===== src/core/acp_pkg.sv =====
// Constants and types for the serial command port of the converter.
// Assumes one system clock; all pins are synchronised inside the port.
//
// Function
// Hold reset after power-up until 1024 oscillator cycles have been counted.
// During start-up keep serial logic reset and the reset flag set.
// Writing one to the soft reset bit starts a reset cycle.
// Soft reset sets the flag until the bit is zeroed and configuration read.
// Reset loads configuration 000040, offset 000000 and gain 800000.
// Five registers: 8-bit command, 24-bit configuration, offset, gain, data.
// After reset the first eight bits form a command word.
// A valid read or write command is followed by 24 or 72 data clocks.
// Offset, gain and configuration read and write; conversion data is read only.
// Read command: top bit one, direction one, conversion and save bits zero.
// Write command: top bit one, direction zero, conversion and save bits zero.
// The setup group moves offset, gain, configuration: 72 data bits.
// Select field bits 3..1 choose the target; codes 101 to 111 are reserved.
// A command with a zero top bit does nothing.
// Command bit four chooses read when one and write when zero.
// Bits six, five and zero start one, continuous conversions or power save.
// The soft reset bit holds the device off until written back to zero.
// The reset flag reads one after a reset and clears when read.

package acp_pkg;

  localparam int CMD_BITS = 8;
  localparam int WORD_BITS = 24;
  localparam int GROUP_WORDS = 3;
  localparam int IMAGE_BITS = GROUP_WORDS * WORD_BITS;
  localparam int STARTUP_OSC_CYCLES = 1024;

  localparam logic [10:0] STARTUP_LAST = 11'(STARTUP_OSC_CYCLES - 1);
  localparam logic [4:0] CMD_LAST = 5'(CMD_BITS - 1);
  localparam logic [4:0] WORD_LAST = 5'(WORD_BITS - 1);
  localparam logic [1:0] GROUP_LAST = 2'(GROUP_WORDS - 1);

  // Command word fields.
  localparam int CB_BIT = 7;
  localparam int SC_BIT = 6;
  localparam int CC_BIT = 5;
  localparam int RW_BIT = 4;
  localparam int SEL_HI = 3;
  localparam int SEL_LO = 1;
  localparam int PS_BIT = 0;

  localparam logic [2:0] SEL_OFFSET = 3'h0;
  localparam logic [2:0] SEL_GAIN = 3'h1;
  localparam logic [2:0] SEL_CONFIG = 3'h2;
  localparam logic [2:0] SEL_CONV = 3'h3;
  localparam logic [2:0] SEL_GROUP = 3'h4;

  // Configuration flags and reset values.
  localparam int CFG_RS_BIT = 7;
  localparam int CFG_RV_BIT = 6;
  localparam logic [23:0] CFG_RS_MASK = 24'h000080;
  localparam logic [23:0] CFG_RV_MASK = 24'h000040;
  localparam logic [23:0] CFG_RESET = 24'h000040;
  localparam logic [23:0] OFFSET_RESET = 24'h000000;
  localparam logic [23:0] GAIN_RESET = 24'h800000;

  typedef enum logic [1:0] {
    ST_STARTUP = 2'b00,
    ST_CMD = 2'b01,
    ST_WRITE = 2'b10,
    ST_READ = 2'b11
  } acp_state_t;

endpackage


===== src/core/acp_serial_port.sv =====
// Serial command port with start-up and soft reset sequencing.
// Assumes the host drives chip select, serial clock and data in, with data
// sampled on the serial clock rising edge and answered on the falling edge.

`timescale 1ns/1ps

module acp_serial_port (
  // Clock and reset
  input wire logic clk_sys,
  input wire logic rst,
  // Oscillator and serial pins
  input wire logic oscillator_clock,
  input wire logic csN,
  input wire logic sclk,
  input wire logic sdi,
  output logic sdo,
  output logic sdoOe,
  // Converter side
  input wire logic [acp_pkg::WORD_BITS-1:0] convData,
  output logic [acp_pkg::WORD_BITS-1:0] configOut,
  output logic [acp_pkg::WORD_BITS-1:0] offsetOut,
  output logic [acp_pkg::WORD_BITS-1:0] gainOut,
  output logic portReady,
  output logic one_shot_convert,
  output logic repeat_convert,
  output logic power_save_select,
  output logic reset_occurred_flag
);
  import acp_pkg::*;

  ////////////////////////////////////////////////////////////////////////////
  // Pin synchronisers.
  logic [2:0] sclkSync, oscSync;
  logic [1:0] csSync, sdiSync;

  always_ff @(posedge clk_sys or posedge rst) begin
    if (rst) begin
      sclkSync <= 3'h0;
      oscSync <= 3'h0;
      csSync <= 2'h3;
      sdiSync <= 2'h0;
    end else begin
      sclkSync <= {sclkSync[1:0], sclk};
      oscSync <= {oscSync[1:0], oscillator_clock};
      csSync <= {csSync[0], csN};
      sdiSync <= {sdiSync[0], sdi};
    end
  end

  // Edges are judged on the second and third stages only.
  wire sclkRise = sclkSync[1] & ~sclkSync[2];
  wire sclkFall = ~sclkSync[1] & sclkSync[2];
  wire oscRise = oscSync[1] & ~oscSync[2];
  wire csActive = ~csSync[1];
  wire sdiBit = sdiSync[1];

  ////////////////////////////////////////////////////////////////////////////
  // State and storage.
  acp_state_t stateReg, stateNext;
  logic [10:0] oscCntReg;
  logic [4:0] bitCntReg;
  logic [1:0] wordIdxReg;
  logic [CMD_BITS-2:0] cmdShiftReg;
  logic [WORD_BITS-2:0] inShiftReg;
  logic [IMAGE_BITS:0] outShiftReg;
  logic [2:0] selReg;
  logic [WORD_BITS-1:0] cfgReg, offsetReg, gainReg, cfgOutReg;
  logic grpReg, rsHeldReg, rvFlagReg, singleReg;
  logic repeatReg, psReg, readyReg, oeReg;

  ////////////////////////////////////////////////////////////////////////////
  // Command decode.
  wire inStartup = (stateReg == ST_STARTUP);
  wire bitClock = csActive & sclkRise;
  wire [CMD_BITS-1:0] cmdWord = {cmdShiftReg, sdiBit};
  wire [2:0] cmdSel = cmdWord[SEL_HI:SEL_LO];
  wire cmdDone = (stateReg == ST_CMD) & bitClock
    & (bitCntReg == CMD_LAST);
  wire cmdExec = cmdWord[CB_BIT];
  wire cmdCtl = cmdWord[SC_BIT] | cmdWord[CC_BIT] | cmdWord[PS_BIT];
  wire selOk = (cmdSel <= SEL_GROUP);
  wire cmdRead = cmdWord[RW_BIT];
  // Conversion or save bits mark a control command with no data phase.
  wire dataCmd = cmdDone & cmdExec & ~cmdCtl & selOk;
  // Control commands are held off until the soft reset bit is cleared.
  wire ctlCmd = cmdDone & cmdExec & cmdCtl & ~rsHeldReg;
  wire cmdGroup = (cmdSel == SEL_GROUP);

  ////////////////////////////////////////////////////////////////////////////
  // Data phase decode.
  wire wordEnd = bitClock & (bitCntReg == WORD_LAST);
  wire lastWord = ~grpReg | (wordIdxReg == GROUP_LAST);
  wire wordDone = (stateReg == ST_WRITE) & wordEnd;
  wire readDone = (stateReg == ST_READ) & wordEnd & lastWord;
  wire [2:0] wrTarget = grpReg ? {1'b0, wordIdxReg} : selReg;
  wire [WORD_BITS-1:0] wrWord = {inShiftReg, sdiBit};
  wire cfgWrite = wordDone & (wrTarget == SEL_CONFIG);
  wire softReset = cfgWrite & wrWord[CFG_RS_BIT];
  // The two flags live apart from the stored configuration bits.
  wire [WORD_BITS-1:0] cfgStore = wrWord & ~(CFG_RS_MASK | CFG_RV_MASK);
  wire [WORD_BITS-1:0] cfgView = cfgReg
    | (rsHeldReg ? CFG_RS_MASK : 24'h000000)
    | (rvFlagReg ? CFG_RV_MASK : 24'h000000);
  wire [WORD_BITS-1:0] selWord =
    (cmdSel == SEL_OFFSET) ? offsetReg :
    (cmdSel == SEL_GAIN) ? gainReg :
    (cmdSel == SEL_CONFIG) ? cfgView : convData;
  wire [IMAGE_BITS-1:0] readImage = cmdGroup
    ? {offsetReg, gainReg, cfgView}
    : {selWord, {(IMAGE_BITS - WORD_BITS){1'b0}}};
  wire cfgReadHit = dataCmd & cmdRead & (cmdGroup | cmdSel == SEL_CONFIG);
  wire rvClear = cfgReadHit & ~rsHeldReg;
  wire startupEnd = inStartup & oscRise & (oscCntReg == STARTUP_LAST);

  ////////////////////////////////////////////////////////////////////////////
  // Port sequencer.
  always_comb begin
    stateNext = stateReg;
    case (stateReg)
      ST_STARTUP: begin
        if (startupEnd) begin
          stateNext = ST_CMD;
        end
      end
      ST_CMD: begin
        if (dataCmd) begin
          stateNext = cmdRead ? ST_READ : ST_WRITE;
        end
      end
      ST_WRITE: begin
        if (softReset) begin
          stateNext = ST_STARTUP;
        end else if (!csActive || (wordDone && lastWord)) begin
          stateNext = ST_CMD;
        end
      end
      ST_READ: begin
        if (!csActive || readDone) begin
          stateNext = ST_CMD;
        end
      end
      default: begin
        stateNext = ST_STARTUP;
      end
    endcase
  end

  always_ff @(posedge clk_sys or posedge rst) begin
    if (rst) begin
      stateReg <= ST_STARTUP;
      oscCntReg <= 11'h000;
    end else begin
      stateReg <= stateNext;
      if (!inStartup) begin
        oscCntReg <= 11'h000;
      end else if (oscRise) begin
        oscCntReg <= oscCntReg + 11'h001;
      end
    end
  end

  // A frame drop or the start-up hold clears any partial word.
  always_ff @(posedge clk_sys or posedge rst) begin
    if (rst) begin
      bitCntReg <= 5'h00;
    end else if (inStartup || !csActive) begin
      bitCntReg <= 5'h00;
    end else if (sclkRise) begin
      if (cmdDone || wordEnd) begin
        bitCntReg <= 5'h00;
      end else begin
        bitCntReg <= bitCntReg + 5'h01;
      end
    end
  end

  always_ff @(posedge clk_sys or posedge rst) begin
    if (rst) begin
      cmdShiftReg <= 7'h00;
      inShiftReg <= 23'h000000;
    end else if (bitClock) begin
      cmdShiftReg <= cmdWord[CMD_BITS-2:0];
      inShiftReg <= wrWord[WORD_BITS-2:0];
    end
  end

  always_ff @(posedge clk_sys or posedge rst) begin
    if (rst) begin
      grpReg <= 1'b0;
      selReg <= SEL_OFFSET;
      wordIdxReg <= 2'h0;
    end else if (dataCmd) begin
      grpReg <= cmdGroup;
      selReg <= cmdSel;
      wordIdxReg <= 2'h0;
    end else if (wordEnd) begin
      wordIdxReg <= wordIdxReg + 2'h1;
    end
  end

  // One spare leading bit: the falling edge after the command exposes MSB.
  always_ff @(posedge clk_sys or posedge rst) begin
    if (rst) begin
      outShiftReg <= '0;
    end else if (dataCmd && cmdRead) begin
      outShiftReg <= {1'b0, readImage};
    end else if (stateReg == ST_READ && csActive && sclkFall) begin
      outShiftReg <= {outShiftReg[IMAGE_BITS-1:0], 1'b0};
    end
  end

  ////////////////////////////////////////////////////////////////////////////
  // Setup registers and reset flags.
  always_ff @(posedge clk_sys or posedge rst) begin
    if (rst) begin
      cfgReg <= CFG_RESET & ~CFG_RV_MASK;
      offsetReg <= OFFSET_RESET;
      gainReg <= GAIN_RESET;
    end else if (inStartup) begin
      cfgReg <= CFG_RESET & ~CFG_RV_MASK;
      offsetReg <= OFFSET_RESET;
      gainReg <= GAIN_RESET;
    end else if (wordDone && !softReset) begin
      if (wrTarget == SEL_OFFSET) begin
        offsetReg <= wrWord;
      end
      if (wrTarget == SEL_GAIN) begin
        gainReg <= wrWord;
      end
      if (wrTarget == SEL_CONFIG) begin
        cfgReg <= cfgStore;
      end
    end
  end

  // Set wins: the flag is forced on for the whole start-up period.
  always_ff @(posedge clk_sys or posedge rst) begin
    if (rst) begin
      rvFlagReg <= 1'b1;
      rsHeldReg <= 1'b0;
    end else begin
      if (inStartup) begin
        rvFlagReg <= 1'b1;
      end else if (rvClear) begin
        rvFlagReg <= 1'b0;
      end
      if (softReset) begin
        rsHeldReg <= 1'b1;
      end else if (cfgWrite) begin
        rsHeldReg <= 1'b0;
      end
    end
  end

  ////////////////////////////////////////////////////////////////////////////
  // Conversion controls and pin outputs.
  // The configuration view is registered so its pins never show a glitch.
  always_ff @(posedge clk_sys or posedge rst) begin
    if (rst) begin
      singleReg <= 1'b0;
      repeatReg <= 1'b0;
      psReg <= 1'b0;
      readyReg <= 1'b0;
      oeReg <= 1'b0;
      cfgOutReg <= CFG_RESET;
    end else begin
      singleReg <= ctlCmd & cmdWord[SC_BIT];
      readyReg <= ~inStartup;
      oeReg <= (stateReg == ST_READ) & csActive;
      cfgOutReg <= cfgView;
      if (inStartup || rsHeldReg) begin
        repeatReg <= 1'b0;
        psReg <= 1'b0;
      end else if (ctlCmd) begin
        repeatReg <= cmdWord[CC_BIT];
        psReg <= cmdWord[PS_BIT];
      end
    end
  end

  assign sdo = outShiftReg[IMAGE_BITS];
  assign sdoOe = oeReg;
  assign configOut = cfgOutReg;
  assign offsetOut = offsetReg;
  assign gainOut = gainReg;
  assign portReady = readyReg;
  assign one_shot_convert = singleReg;
  assign repeat_convert = repeatReg;
  assign power_save_select = psReg;
  assign reset_occurred_flag = rvFlagReg;
endmodule


===== config.mk =====
export PLATFORM = sky130hd
export DESIGN_NAME = acp_serial_port
export DESIGN_NICKNAME = d
export VERILOG_FILES = /design/src/core/acp_pkg.sv /design/src/core/acp_serial_port.sv
export SDC_FILE = /design/constraint.sdc
export NUM_CORES = 1
export LEC_CHECK = 0
export BUFFER_PORTS_ARGS = -buffer_cell sky130_fd_sc_hd__buf_4
export CORE_MARGIN = 4
export CORE_UTILIZATION = 40
export DETAILED_ROUTE_END_ITERATION = 8
export MAX_ROUTING_LAYER = met4
export PLACE_DENSITY = 0.58
export SYNTH_ARGS = -nofsm -noshare
export SYNTH_HDL_FRONTEND = slang
export SYNTH_SLANG_ARGS = --single-unit

===== constraint.sdc =====
create_clock -name clk_sys -period 10 [get_ports clk_sys]
set_input_delay 1.5 -clock clk_sys [delete_from_list [all_inputs] [get_ports clk_sys]]
set_output_delay 1.5 -clock clk_sys [all_outputs]
set_load 0.02 [all_outputs]

==> results.cfg <==
[power]
p_clk_frac = 0.428
powerDensity_mw_per_mm2 = 180.9
p_switching_mw = 0.5787
swShare = 0.2654
p_leak_nw = 5.316
power.internal_mw = 1.602
seqPwrFrac = 0.463
comb_power_share = 0.108
ir_drop_mv = 0.1107

[route]
vias = 7835
postRouteAntennaNets = 0
drtIter0Drc = 747
via_per_inst = 5.569
routedWlPerCell_um = 20.99
first_pass_iters = 5
wl_um = 29540
drcViolationCount = 0

[floorplanning]
core_area_mm2 = 0.02518
io_pins = 109
rows = 58
dieArea_mm2 = 0.02815
die_x_um = 167.8
die_h_um = 167.8
initial_core_util = 0.4054

[run_status]
outcome = completed

[placed_design]
gp_congestion = 0.8411
io_buffers = 108
dp_hpwl_um = 19390

[sta]
rsz0062_at_grt = no
period_minus_slack_ns = 2.953
tns_ns = 0
tightest_slew_ns = 1.110
setup_viol = 0
fin_skew_ns = 0.01258
maxSlewHeadroom = 0.2599
fin_crit_sh = 0.2953
holdWs_ns = 0.3510
finalHoldViolations = 0
clock.fmax_mhz = 338.7
report.final.slew_viol_count = 0

[global_route]
gr-total-overflow = 0
grt_pass1_wl_um = 46640
grt_pass1_vias = 7725
grt_max_degree = 147
antenna_found_initial = 1
globalRouteTotalUtil = 0.2139

[layout]
fillers = 2375
final_cell_mix = 226 x dfrtp_1, 188 x nand2_1, 124 x buf_4
drive_above_1_share = 0.1961
area_growth_pct = 18.09
multi_input_area_mm2 = 0.004048
fin_nets = 1096
final_common_cell = dfrtp_1
seq_area_mm2 = 0.005787

[cts]
clkSinkCount = 231
worstSkewPairLatency_ns = 0.52
cts_tree = built
path_clk_slew_ns = 0.05
cts_hold_buf = 0
h-tree-depth = 1
clockBufferDepth = 3
numCtsBuffers = 25
post-cts-setup-buffers = 0
cts.repair.resized = 0
cts_root_buffer = clkbuf_16

[synth]
syn_area_mm2 = 0.01021
synth_ff_type = dfrtp_1
synth_edf_count = 0
syn_nets = 1019
synth.distinct_cells = 57
synth.avg_cell_area_um2 = 10.41
yosysSeqAreaShare = 0.5668
yosysWarnings = 0
ys_ff_latch = 231
syn_inst = 981
async_reset_ff_frac = 1.000

[worst_setup_path]
critPathSlowestCell = buf_4
path_common_cell = buf_4
path_max_fanout = 146
crit_family = buffers and inverters
crit_chain = buf_4 -> inv_8 -> buf_4
cpPeakStageDelay_ns = 0.97
crit_buf_inv = 3
end_kind = asynchronous set/reset pin
cp-start-kind = primary input
required_ns = 10.48
crit_type = in2async
worstPathArrival_ns = 3.43

[run]
max_cap_viol_count = 0

[min_path]
hp-class = reg2reg
==> worst paths after layout <==
kind	slack, ns	startpoint	endpoint	cells after the start
max	7.05	rst	outShiftReg[58]	3
min	0.35	oscSync[0]	oscSync[1]	0
max reg2reg	7.06	sclkSync[2]	gainOut[1]	7
min reg2reg	0.35	oscSync[0]	oscSync[1]	0
max in group clk_sys	7.06	sclkSync[2]	gainOut[1]	7
min in group asynchronous	1.11	rst	outShiftReg[52]	2
==> synthesized netlist by cell type, types with 16 or more instances <==
master	instances	area, µm²
nand3_1	27	135.1
dfrtp_1	226	5655
a21oi_1	62	310.3
a2bb2oi_1	64	560.5
nor2_1	46	172.7
nand2_1	188	705.7
buf_2	27	135.1
mux2_2	24	270.3
o21ai_0	91	455.4
a22oi_1	16	120.1
mux2i_1	27	270.3
clkbuf_1	39	146.4
o21a_1	16	120.1
==> layer usage <==
metal	part of all wire	up-vias	GRT usage
li1	-	3626	-
met1	0.47	3925	0.3117
met5	0	-	-
met3	0.059	38	0.03352
met4	0.016	0	0.04270
met2	0.46	246	0.3206
==> sequential cells by signal (all words and copies together), names as in the netlist, 3 cells and up <==
register and flops:
bitCntReg 5, configOut 24, cmdShiftReg 6, selReg 3, inShiftReg 17, oscSync 3
gainOut 24, outShiftReg 73, oscCntReg 11, sclkSync 3, cfgReg 22, offsetOut 24
==> cells by family after synthesis <==
group / after synthesis / synth area share
flops: 231 / 0.5668
buf+inv: 84 / 0.03787
compound gates: 290 / 0.1909
fa+ha+maj: 8 / 0.009804
simple gates: 305 / 0.1311
xor+xnor: 11 / 0.009436
mux: 52 / 0.05404
==> cell type report <==
cell class	count	area share
timing repair buffer	124	0.07721
sequential	231	0.4800
clock buffer	34	0.05967
inverter	10	0.003736
tap	330	0.03425
antenna	1	0.0002076
multi-input combinational	666	0.3357
clock inverter	11	0.009236
==> power groups by stage <==
stage	registers, mW	clock network (mW)	logic (mW)
2_1_floorplan	1.00	0	0.174
3_3_place_gp	1.03	0	0.234
3_5_place_dp	1.03	0	0.237
4_1_cts	1.01	0.951	0.237
5_1_grt	1.01	0.991	0.258
6_report	1.01	0.934	0.236
==> through the flow <==
| step | cells | total power [mW] | setup slack (ns) | area (µm²) | utilization |
|---|---|---|---|---|---|
| floorplan | 981 | 1.174 | 2.175 | 10210 | - |
| global placement | 1361 | 1.260 | 6.422 | 11220 | 0.4457 |
| detailed placement | 1361 | 1.263 | 6.430 | 11220 | 0.4457 |
| CTS | 1406 | 2.198 | 6.969 | 12050 | 0.4787 |
| global route | 1407 | 2.264 | 6.677 | 12060 | 0.4788 |
| finish | 1407 | 2.181 | 7.047 | 12060 | 0.4788 |
Power figures use the tool's default switching activity.
